File: src/shared/acr_pkg.sv
// package for the converter power and interface configuration register bank
// assumes an APB master with 32-bit data; registers are 16 bits in the low half
package acr_pkg;
	localparam int ADDR_W = 12;
	// printed offsets are register indices; byte address is four times the index
	localparam logic [7:0] IDX_CHAN_PWR_CLK = 8'hC0;
	localparam logic [7:0] IDX_REF_RATE = 8'hC1;
	localparam logic [7:0] IDX_AVG_CHIP_PWR = 8'hC4;
	localparam logic [7:0] IDX_LANE_CLK = 8'hC5;
	localparam logic [15:0] RESET_VAL = 16'h0000;
	// field positions
	localparam int POS_LANE_CLK_A = 12;
	localparam int POS_AVG_A_LO = 10;
	localparam int POS_AVG_CLK_LO = 7;
	localparam int POS_CHAN_PD_LO = 0;
	localparam int POS_REF_OFF = 11;
	localparam int POS_RATE_SDR = 8;
	localparam int POS_LANE_CLK_B = 0;
	localparam int POS_AVG_B_LO = 4;
	localparam int POS_AVG_C = 1;
	localparam int POS_CHIP_PD = 0;
	localparam int POS_LANE_CLK_C = 9;
	localparam int POS_LANE_CLK_D_LO = 2;
	// enabling values of the averaging setup fields, and the two-lane lane clock code
	localparam logic [1:0] AVG_A_ON = 2'h1;
	localparam logic [1:0] AVG_B_ON = 2'h2;
	localparam logic AVG_C_ON = 1'b1;
	localparam logic [1:0] LANE_D_24B2L = 2'h0;

	typedef struct packed {
		logic [15:0] chanPwrClk;
		logic [15:0] refRate;
		logic [15:0] avgChipPwr;
		logic [15:0] laneClk;
		logic [31:0] prdata;
	} acr_state_t;

	// decoded controls that leave the bank
	typedef struct packed {
		logic laneClockSelectA;
		logic averagingEnable;
		logic [2:0] averagingOutputClockCfg;
		logic adcAPowerdown;
		logic adcBPowerdown;
		logic internalReferenceOff;
		logic internalReferenceOn;
		logic singleDataRate;
		logic laneClockSelectB;
		logic fullChipPowerdown;
		logic laneClockSelectC;
		logic [1:0] laneClockSelectD;
		logic laneD24bTwoLane;
	} acr_ctrl_t;
endpackage

File: src/acr_config_regs.sv
// register bank holding power, reference, data rate and lane clock settings
// assumes an APB master on mclk; outputs feed the converter core as static levels
// Summary of operation
// - bit 12 picks lane dependent clock setting
// - bits 9-7 give averaging output clock
// - channel powerdown field decodes A, B, both
// - bit 11 turns internal reference off
// - bit 8 zero DDR, one SDR
// - bit 0 lane dependent clock setting
// - bit 0 powers down whole chip
// - all fields clear to zero on reset
// - bits 3-2 lane clock: two-lane or other
`timescale 1ns/1ps
module acr_config_regs (
	input wire logic mclk,
	input wire logic rst_n,
	input wire logic psel,
	input wire logic penable,
	input wire logic pwrite,
	input wire logic [acr_pkg::ADDR_W-1:0] paddr,
	input wire logic [31:0] pwdata,
	input wire logic [3:0] pstrb,
	output logic pready,
	output logic pslverr,
	output logic [31:0] prdata,
	output acr_pkg::acr_ctrl_t ctrl
);
	import acr_pkg::*;

	logic rstSync1_q;
	logic rstSync2_q;
	logic rstInt_n;
	acr_state_t s_q;
	acr_state_t s_d;
	logic access;
	logic hit;
	logic [7:0] idx;

	// reset enters asynchronously but is released through two flops
	always_ff @(posedge mclk or negedge rst_n) begin
		if (!rst_n) begin
			rstSync1_q <= 1'b0;
			rstSync2_q <= 1'b0;
		end else begin
			rstSync1_q <= 1'b1;
			rstSync2_q <= rstSync1_q;
		end
	end
	assign rstInt_n = rstSync2_q;

	// merges the two byte lanes that carry a 16-bit register
	function automatic logic [15:0] mergeLanes(input logic [15:0] old, input logic [31:0] wd,
		input logic [3:0] strb);
		logic [15:0] r;
		r = old;
		if (strb[0]) r[7:0] = wd[7:0];
		if (strb[1]) r[15:8] = wd[15:8];
		return r;
	endfunction

	// zero wait states: every access completes in its first access cycle
	assign pready = 1'b1;
	assign access = psel && penable;
	assign idx = paddr[9:2];
	assign hit = (paddr[ADDR_W-1:10] == '0) && (paddr[1:0] == 2'h0) &&
		(idx == IDX_CHAN_PWR_CLK || idx == IDX_REF_RATE || idx == IDX_AVG_CHIP_PWR || idx == IDX_LANE_CLK);
	// unmapped addresses answer with an error and change nothing
	assign pslverr = access && !hit;

	// next state: writes store every bit, reserved ones too, so read back is exact
	always_comb begin
		s_d = s_q;
		if (access && hit && pwrite) begin
			case (idx)
				IDX_CHAN_PWR_CLK: s_d.chanPwrClk = mergeLanes(s_q.chanPwrClk, pwdata, pstrb);
				IDX_REF_RATE: s_d.refRate = mergeLanes(s_q.refRate, pwdata, pstrb);
				IDX_AVG_CHIP_PWR: s_d.avgChipPwr = mergeLanes(s_q.avgChipPwr, pwdata, pstrb);
				IDX_LANE_CLK: s_d.laneClk = mergeLanes(s_q.laneClk, pwdata, pstrb);
				default: s_d = s_q;
			endcase
		end
		// read data registered in the setup cycle, so it is valid in the access cycle
		if (psel && !penable && !pwrite) begin
			case (idx)
				IDX_CHAN_PWR_CLK: s_d.prdata = {16'h0000, s_q.chanPwrClk};
				IDX_REF_RATE: s_d.prdata = {16'h0000, s_q.refRate};
				IDX_AVG_CHIP_PWR: s_d.prdata = {16'h0000, s_q.avgChipPwr};
				IDX_LANE_CLK: s_d.prdata = {16'h0000, s_q.laneClk};
				default: s_d.prdata = 32'h00000000;
			endcase
			// misaligned or aliased places read as zero, not as the register they overlap
			if (!hit) s_d.prdata = 32'h00000000;
		end
	end

	// all fields clear on reset: normal operation, internal reference, DDR
	always_ff @(posedge mclk or negedge rstInt_n) begin
		if (!rstInt_n) begin
			s_q <= '{RESET_VAL, RESET_VAL, RESET_VAL, RESET_VAL, 32'h00000000};
		end else begin
			s_q <= s_d;
		end
	end
	assign prdata = s_q.prdata;

	// decoded settings; combinational decode of flop outputs, no further registers
	always_comb begin
		ctrl.laneClockSelectA = s_q.chanPwrClk[POS_LANE_CLK_A];
		// averaging only counts as on when all three setup fields hold enabling values
		ctrl.averagingEnable = (s_q.chanPwrClk[POS_AVG_A_LO+:2] == AVG_A_ON) &&
			(s_q.avgChipPwr[POS_AVG_B_LO+:2] == AVG_B_ON) && (s_q.avgChipPwr[POS_AVG_C] == AVG_C_ON);
		ctrl.averagingOutputClockCfg = s_q.chanPwrClk[POS_AVG_CLK_LO+:3];
		ctrl.adcAPowerdown = s_q.chanPwrClk[POS_CHAN_PD_LO];
		ctrl.adcBPowerdown = s_q.chanPwrClk[POS_CHAN_PD_LO+1];
		ctrl.internalReferenceOff = s_q.refRate[POS_REF_OFF];
		ctrl.internalReferenceOn = !s_q.refRate[POS_REF_OFF];
		ctrl.singleDataRate = s_q.refRate[POS_RATE_SDR];
		ctrl.laneClockSelectB = s_q.refRate[POS_LANE_CLK_B];
		ctrl.fullChipPowerdown = s_q.avgChipPwr[POS_CHIP_PD];
		ctrl.laneClockSelectC = s_q.laneClk[POS_LANE_CLK_C];
		ctrl.laneClockSelectD = s_q.laneClk[POS_LANE_CLK_D_LO+:2];
		ctrl.laneD24bTwoLane = (s_q.laneClk[POS_LANE_CLK_D_LO+:2] == LANE_D_24B2L);
	end

	// a full-strobe write to the reference register is stored in it by the next cycle
	a_write_readback: assert property (@(posedge mclk) disable iff (!rstInt_n)
		(access && hit && pwrite && pstrb == 4'hF && idx == IDX_REF_RATE) |=> (s_q.refRate == $past(pwdata[15:0])))
		else $error("reference register did not store written data");
	a_chan_pd_decode: assert property (@(posedge mclk) disable iff (!rstInt_n)
		(s_q.chanPwrClk[1:0] == 2'h3) |-> (ctrl.adcAPowerdown && ctrl.adcBPowerdown))
		else $error("both-channel powerdown not decoded");
	a_chan_pd_a: assert property (@(posedge mclk) disable iff (!rstInt_n)
		(s_q.chanPwrClk[1:0] == 2'h1) |-> (ctrl.adcAPowerdown && !ctrl.adcBPowerdown))
		else $error("channel A powerdown not decoded");
	a_chan_pd_b: assert property (@(posedge mclk) disable iff (!rstInt_n)
		(s_q.chanPwrClk[1:0] == 2'h2) |-> (!ctrl.adcAPowerdown && ctrl.adcBPowerdown))
		else $error("channel B powerdown not decoded");
	a_ref_select: assert property (@(posedge mclk) disable iff (!rstInt_n)
		ctrl.internalReferenceOn != s_q.refRate[11])
		else $error("reference selection wrong");
	a_rate_select: assert property (@(posedge mclk) disable iff (!rstInt_n)
		(access && hit && pwrite && pstrb[1] && idx == IDX_REF_RATE) |=> (ctrl.singleDataRate == $past(pwdata[8])))
		else $error("data rate did not follow write");
	a_chip_pd: assert property (@(posedge mclk) disable iff (!rstInt_n)
		(access && hit && pwrite && pstrb[0] && idx == IDX_AVG_CHIP_PWR) |=> (ctrl.fullChipPowerdown == $past(pwdata[0])))
		else $error("chip powerdown did not follow write");
	a_avg_enable: assert property (@(posedge mclk) disable iff (!rstInt_n)
		ctrl.averagingEnable |-> (s_q.chanPwrClk[11:10] == 2'h1 && s_q.avgChipPwr[5:4] == 2'h2 && s_q.avgChipPwr[1]))
		else $error("averaging enabled without setup values");
	a_avg_clock: assert property (@(posedge mclk) disable iff (!rstInt_n)
		ctrl.averagingOutputClockCfg == s_q.chanPwrClk[9:7])
		else $error("averaging clock field misplaced");
	a_lane_select: assert property (@(posedge mclk) disable iff (!rstInt_n)
		(ctrl.laneClockSelectA == s_q.chanPwrClk[12]) && (ctrl.laneClockSelectB == s_q.refRate[0]))
		else $error("lane clock select misplaced");
	a_lane_d: assert property (@(posedge mclk) disable iff (!rstInt_n)
		ctrl.laneD24bTwoLane == (s_q.laneClk[3:2] == 2'h0))
		else $error("lane clock d decode wrong");
	a_reset_clear: assert property (@(posedge mclk)
		$rose(rstInt_n) |-> (s_q.chanPwrClk == 16'h0000 && s_q.refRate == 16'h0000 && !ctrl.singleDataRate))
		else $error("registers not cleared by reset");
	a_unmapped_err: assert property (@(posedge mclk) disable iff (!rstInt_n)
		(access && !hit) |-> pslverr ##1 ($stable(s_q.chanPwrClk) && $stable(s_q.refRate) &&
			$stable(s_q.avgChipPwr) && $stable(s_q.laneClk)))
		else $error("unmapped access changed state");
endmodule

File: config.mk
export PLATFORM = sky130hd
export DESIGN_NAME = acr_config_regs
export DESIGN_NICKNAME = d
export VERILOG_FILES = /design/src/shared/acr_pkg.sv /design/src/acr_config_regs.sv
export SDC_FILE = /design/constraint.sdc
export NUM_CORES = 1
export LEC_CHECK = 0
export BUFFER_PORTS_ARGS = -buffer_cell sky130_fd_sc_hd__buf_2
export CAP_MARGIN = 20
export CORE_ASPECT_RATIO = 0.5
export CORE_MARGIN = 2
export CORE_UTILIZATION = 28
export CTS_BUF_LIST = sky130_fd_sc_hd__clkbuf_4 sky130_fd_sc_hd__clkbuf_8 sky130_fd_sc_hd__clkbuf_16
export DETAILED_ROUTE_END_ITERATION = 16
export PLACE_DENSITY_LB_ADDON = 0.2
export SLEW_MARGIN = 20
export SYNTH_ARGS = -nofsm -noshare
export SYNTH_HDL_FRONTEND = slang
export SYNTH_SLANG_ARGS = --single-unit
export TNS_END_PERCENT = 1
File: constraint.sdc
create_clock -name mclk -period 2.45 [get_ports mclk]
set_input_delay 0.49 -clock mclk [delete_from_list [all_inputs] [get_ports mclk]]
set_output_delay 0.49 -clock mclk [all_outputs]
set_load 0.01 [all_outputs]
==> flow_summary.ini, run 1 <==
[final_layout]
seq_area_um2 = 2060
multi_input_area_um2 = 1630
fillers = 1405
drive_above_1_share_pct = 56.7
diodes = 0
fin_util_pct = 34.2
final_nets = 401
syn2layout_area_growth_pct = 19.9

[logic_synthesis]
synthAdderAreaFrac_pct = 0
synth_top_family_by_area = multiplexers
synth_mux_area_share_pct = 26.4
synth_top_area_cell = dfrtp_1
synth_compound_area_share_pct = 3.12
synth_top_area_share_pct = 50.2
syn-cell-area_um2 = 4090
syn_inst = 292
yosysWarnings = 0
avgSynthCellArea_um2 = 14.0
synth-seq-area-share_pct = 50.2
synthXorXnorAreaFrac_pct = 0
synth-seq-cells = 82
synthTopCellsByArea = dfrtp_1 (50%), mux2_2 (17%), mux4_2 (8.8%), buf_4 (8.6%), nor4_4 (4.2%)
synth-simple-area-share_pct = 8.57
synth.distinct_cells = 25

[worst_setup_path]
crit_path_end_kind = output pin
crit_family = simple AND/OR/NAND/NOR gates
cpMostUsedCell = buf_2
crit_slowest_cell = or4b_4
crit_buf_inv = 2
worstSetupStartpointType = input port
cp_data_arrival_time_ns = 1.81
cp_slowest_stage_delay_ns = 0.68
worstPathRequired_ns = 1.96
crit_type = in2out
crit_path_cell_trace = buf_2, or4b_4, o311a_1, buf_2
crit_path_max_fanout = 10

[flow_run]
maxCapViolations = 0

[clock_tree]
cts_buffers = 9
cts_sinks = 82
cts_tree = built
clk_path_buf_depth = 2
path_clk_slew_ns = 0.05
insertion_delay_ns = 0.33
cts_root_buf = clkbuf_16
cts_setup_buffers = 0
cts-htree-levels = 3

[global_routing]
grt_pass1_vias = 2571
antenna_found_initial = 1
grt_start_max_net_pins = 48
grt.busiest_layer = met2
met1_usage_pct = 15.2
grt_use_met2_pct = 20.6
grt.total_usage_pct = 12.1
overflow = 0
grt.met3_usage_pct = 3.40
grt_pass1_wl_um = 14200

[timing]
relSlewSlack_pct = 57.2
period_minus_slack_ns = 2.30
max_freq_mhz = 435
clock_skew_ns = 0.00363
hold_viol = 0
final.setup.tns_ns = 0
drv_slew = 0
rsz0062_at_grt = false
worst_slew_pin_slew_ns = 0.642
fin_crit_sh_pct = 93.9
setup_viol = 0

[power]
power_frac_comb_pct = 4.4
p_seq_share_pct = 47.3
cellLeakagePower_uw = 0.00242
power.switching_uw = 584
ir_drop_v = 0.000303
intPower_uw = 2320
powerDensity_nw_per_um2 = 593
clockPowerShare_pct = 48.4
power_switching_share_pct = 20.1

[placed_design]
hpwl_um = 6520
port_buffers = 67
place_congestion = 0.750

[drt]
drc = 0
totalWireLength_um = 8980
dr.first_iter.drc_count = 75
num_vias = 2392
first_pass_iters = 4
vias_per_cell = 4.36
ant_nets = 0
wl_per_cell_um = 16.4

[die]
die-area_um2 = 15600
die_w_um = 175
die-height_um = 89.5
start_util_pct = 28.5
rows = 31
core_area_um2 = 14400
num_io_pins = 103

[outcome]
status = finished clean

[worst_hold_path]
hp-class = reg2reg
-- kinds of logic after synthesis --
logic type             count (synthesis)
and+or+nand+nor                       38
other                                  2
AOI/OAI and AO/OA                     17
DFF                                   82
buffers and inverters                 73
muxes                                 80
-- worst register-to-register path, stage by stage (launching register included) --
cell and delay, ns:
dfrtp_1 0.40, mux4_2 0.46, inv_1 0.07, o21ai_0 0.08
-- state kept, by name, indices dropped and copies added, names as in the netlist --
name,flops
rstSync1_q,1
ctrl,13
prdata,16
s_q,51
rstInt_n,1
-- power groups by stage --
stage	registers, uW	logic (uW)	clock network, uW
after global routing	1380	140	1500
after detailed placement	1400	127	0
final	1370	127	1410
after floorplan	1400	77.3	0
after global placement	1400	122	0
after CTS	1370	128	1440
-- timing repair --
| item | 4_1_cts | 5_1_grt |
|---|---|---|
| gates resized for setup | 0 | 0 |
| hold endpoints to repair | 2 | 0 |
| hold buffers | 1 | 0 |
-- cell type report --
type | instances | area share (%)
multi-input combinational | 153 | 33.2
timing repair buffer | 85 | 12.2
clock inverter | 3 | 1.33
clock buffer | 11 | 5.03
sequential | 82 | 41.9
inverter | 17 | 1.30
tap | 198 | 5.05
-- routing by layer --
metal,wire length (um),vias to the layer above
met5,16,-
met3,437,9
li1,-,1081
met4,83,2
met1,4030,1234
met2,4410,66
-- cells in the mapped netlist --
master	number
mux4_2	16
mux2_1	2
or4b_2	1
or3b_2	1
nor2_1	2
o21ai_0	6
or4b_1	2
inv_1	17
nand4_1	1
mux2_2	62
nand2_1	16
or2_2	1
buf_6	2
clkbuf_1	3
or4_1	1
nor4_4	8
or4b_4	1
conb_1	2
nand4b_1	2
o311a_1	1
o21ai_2	10
buf_4	47
buf_2	4
or4bb_1	2
dfrtp_1	82
-- placed cells by master (no fill, tap or decap), types with 8 or more instances in the layout --
master,Yosys,routed
dfrtp_1,82,81
buf_2,4,67
mux2_2,62,62
conb_1,2,18
inv_1,17,17
mux4_2,16,16
nand2_1,16,16
o21ai_2,10,10
buf_12,0,10
clkbuf_16,0,9
nor4_4,8,8
-- stage by stage --
stage / setup WS, ns / cells / power, uW / cell area (um2) / hold slack (ns)
2_1_floorplan: 0.271 / 308 / 1480 / 4150 / 0.194
3_3_place_gp: 0.0861 / 534 / 1520 / 4580 / 0.275
3_5_place_dp: 0.0463 / 534 / 1530 / 4580 / 0.277
4_1_cts: 0.143 / 549 / 2950 / 4900 / 0.350
5_1_grt: 0.116 / 549 / 3020 / 4900 / 0.354
6_report: 0.149 / 549 / 2910 / 4900 / 0.351
-- worst paths after layout --
check | from | end | slack, ns | depth (start not counted)
worst max-delay path | paddr[3] | pslverr | 0.15 | 4
worst min-delay path | rstSync1_q$_DFF_PN0_ | rstInt_n$_DFF_PN0_ | 0.35 | 0
worst max register to register | s_q[49]$_DFFE_PN0P_ | prdata[1]$_DFFE_PN0P_ | 1.31 | 3
worst min register to register | rstSync1_q$_DFF_PN0_ | rstInt_n$_DFF_PN0_ | 0.35 | 0
max in group asynchronous | rstInt_n$_DFF_PN0_ | prdata[15]$_DFFE_PN0P_ | 1.47 | 1
min in group asynchronous | rstInt_n$_DFF_PN0_ | s_q[62]$_DFFE_PN0P_ | 0.36 | 0
No activity file was read; power rests on OpenSTA's default activity.
==> run 2, diff against run 1 <==
Settings changed: CORE_UTILIZATION 28 to 48, PLACE_DENSITY set to 0.73, PLACE_DENSITY_LB_ADDON 0.2 to not set.
==> run 2 against run 1 <==
  * Sequential cell count did not move
  * Power increased by 0.69%
  * Sequential power about the same
==> flow_summary.ini, run 2 (synthesis results as in run 1) <==
[final_layout]
seq_area_um2 = 2060
drive_above_1_share_pct = 56.7
syn2layout_area_growth_pct = 16.0
final_area_um2 = 4740
largest_register_ffs = 51
fillers = 625
top_register = s_q
multi_input_area_um2 = 1630
fin_util_pct = 58.3
diodes = 0
mostFrequentLayoutCells = dfrtp_1 (81), buf_2 (67), mux2_2 (62), conb_1 (18), inv_1 (17)
final_nets = 399
final_common_cell = dfrtp_1

[timing]
relSlewSlack_pct = 60.0
max_freq_mhz = 438
rsz0062_at_grt = false
worst_slew_pin_slew_ns = 0.599
drv_slew = 0
period_minus_slack_ns = 2.28
clock_skew_ns = 0.00269
hold_viol = 0
setup_viol = 0
fin_worst_hold_slack_ns = 0.340
final.setup.tns_ns = 0
fin_crit_sh_pct = 93.2

[die]
die_w_um = 135
die-height_um = 69.3
num_io_pins = 103
core_area_um2 = 8140
rows = 23
die-area_um2 = 9320
start_util_pct = 50.2

[global_routing]
grt_pass1_vias = 2601
grt_start_max_net_pins = 45
grt.total_usage_pct = 18.5
antenna_found_initial = 0
overflow = 0
grt_pass1_wl_um = 13000

[clock_tree]
path_clk_slew_ns = 0.06
insertion_delay_ns = 0.34
cts_root_buf = clkbuf_16
cts_buffers = 9
cts-htree-levels = 3
cts_tree = built
clk_path_buf_depth = 2
cts_sinks = 82

[flow_run]
maxCapViolations = 0

[drt]
drc = 0
totalWireLength_um = 7850
first_pass_iters = 4
vias_per_cell = 5.18
wl_per_cell_um = 16.9
dr.first_iter.drc_count = 124
num_vias = 2400
ant_nets = 0

[worst_setup_path]
crit_type = in2out
worstPathRequired_ns = 1.96
worstSetupStartpointType = input port
worstRegToRegCells = 3
cp_data_arrival_time_ns = 1.79
crit_path_end_kind = output pin
crit_path_max_fanout = 10

[power]
power.switching_uw = 599
power_switching_share_pct = 20.5
powerDensity_nw_per_um2 = 617
clockPowerShare_pct = 48.9
intPower_uw = 2330
cellLeakagePower_uw = 0.00241
power_frac_comb_pct = 4.2
p_seq_share_pct = 46.9
ir_drop_v = 0.000373

[placed_design]
port_buffers = 67
hpwl_um = 5460
dpl-instance-area_um2 = 4410
place_congestion = 0.751

[worst_hold_path]
hp-class = reg2async

[outcome]
status = finished clean
[run 2: cell count changes in the layout (fill, tap and decap cells not counted)]
| cell | before | now |
|---|---|---|
| buf_12 | 10 | 6 |
| clkbuf_8 | 1 | 4 |
| buf_4 | 7 | 9 |
| bufinv_16 | 2 | 1 |
| clkbuf_4 | 1 | 2 |
| clkinv_2 | 1 | 0 |
[run 2: layer usage]
metal	wire length [um]	vias to the layer above	GRT usage (%)
met5	0	-	0
met4	132	0	6.78
met3	349	14	5.26
met2	3950	64	32.0
met1	3410	1241	22.1
li1	-	1081	-
[run 2: layout make-up]
| type | instances | area share (%) |
|---|---|---|
| Sequential cell | 82 | 43.3 |
| Tap cell | 112 | 2.95 |
| Multi-Input combinational cell | 153 | 34.3 |
| Clock inverter | 1 | 0.633 |
| Timing Repair Buffer | 83 | 11.2 |
| Clock buffer | 15 | 6.22 |
| Inverter | 17 | 1.34 |
[run 2: worst paths after layout]
kind	endpoint	from	slack, ns
worst max-delay path	pslverr	paddr[3]	0.17
worst min-delay path	prdata[13]$_DFFE_PN0P_	rstInt_n$_DFF_PN0_	0.34
worst max register to register	prdata[1]$_DFFE_PN0P_	s_q[49]$_DFFE_PN0P_	1.34
worst min register to register	prdata[13]$_DFFE_PN0P_	rstInt_n$_DFF_PN0_	0.34
max in group asynchronous	s_q[58]$_DFFE_PN0P_	rstInt_n$_DFF_PN0_	1.50
min in group mclk	rstInt_n$_DFF_PN0_	rstSync1_q$_DFF_PN0_	0.35
[run 2: what timing repair did]
item,4_1_cts,5_1_grt
hold buffers,1,0
setup buffers,0,0
endpoints found under the hold margin,2,0
resized for setup,0,0
[run 2: worst max-delay path, stage by stage]
cell and delay (ns):
buf_2 0.09, or4b_4 0.67, o311a_1 0.39, buf_2 0.14
[run 2: power by group through the flow]
stage / registers [uW] / logic (uW) / clock network (uW)
final: 1370 / 123 / 1430
after global routing: 1370 / 137 / 1520
after CTS: 1370 / 124 / 1460
after detailed placement: 1400 / 122 / 0
after global placement: 1400 / 118 / 0
after floorplan: 1400 / 77.3 / 0
[run 2: through the flow]
stage	instances	worst slack [ns]	total power, uW
floorplan	308	0.271	1480
global placement	446	0.135	1510
detailed placement	446	0.0741	1520
CTS	463	0.162	2960
global route	463	0.135	3030
finish	463	0.165	2930
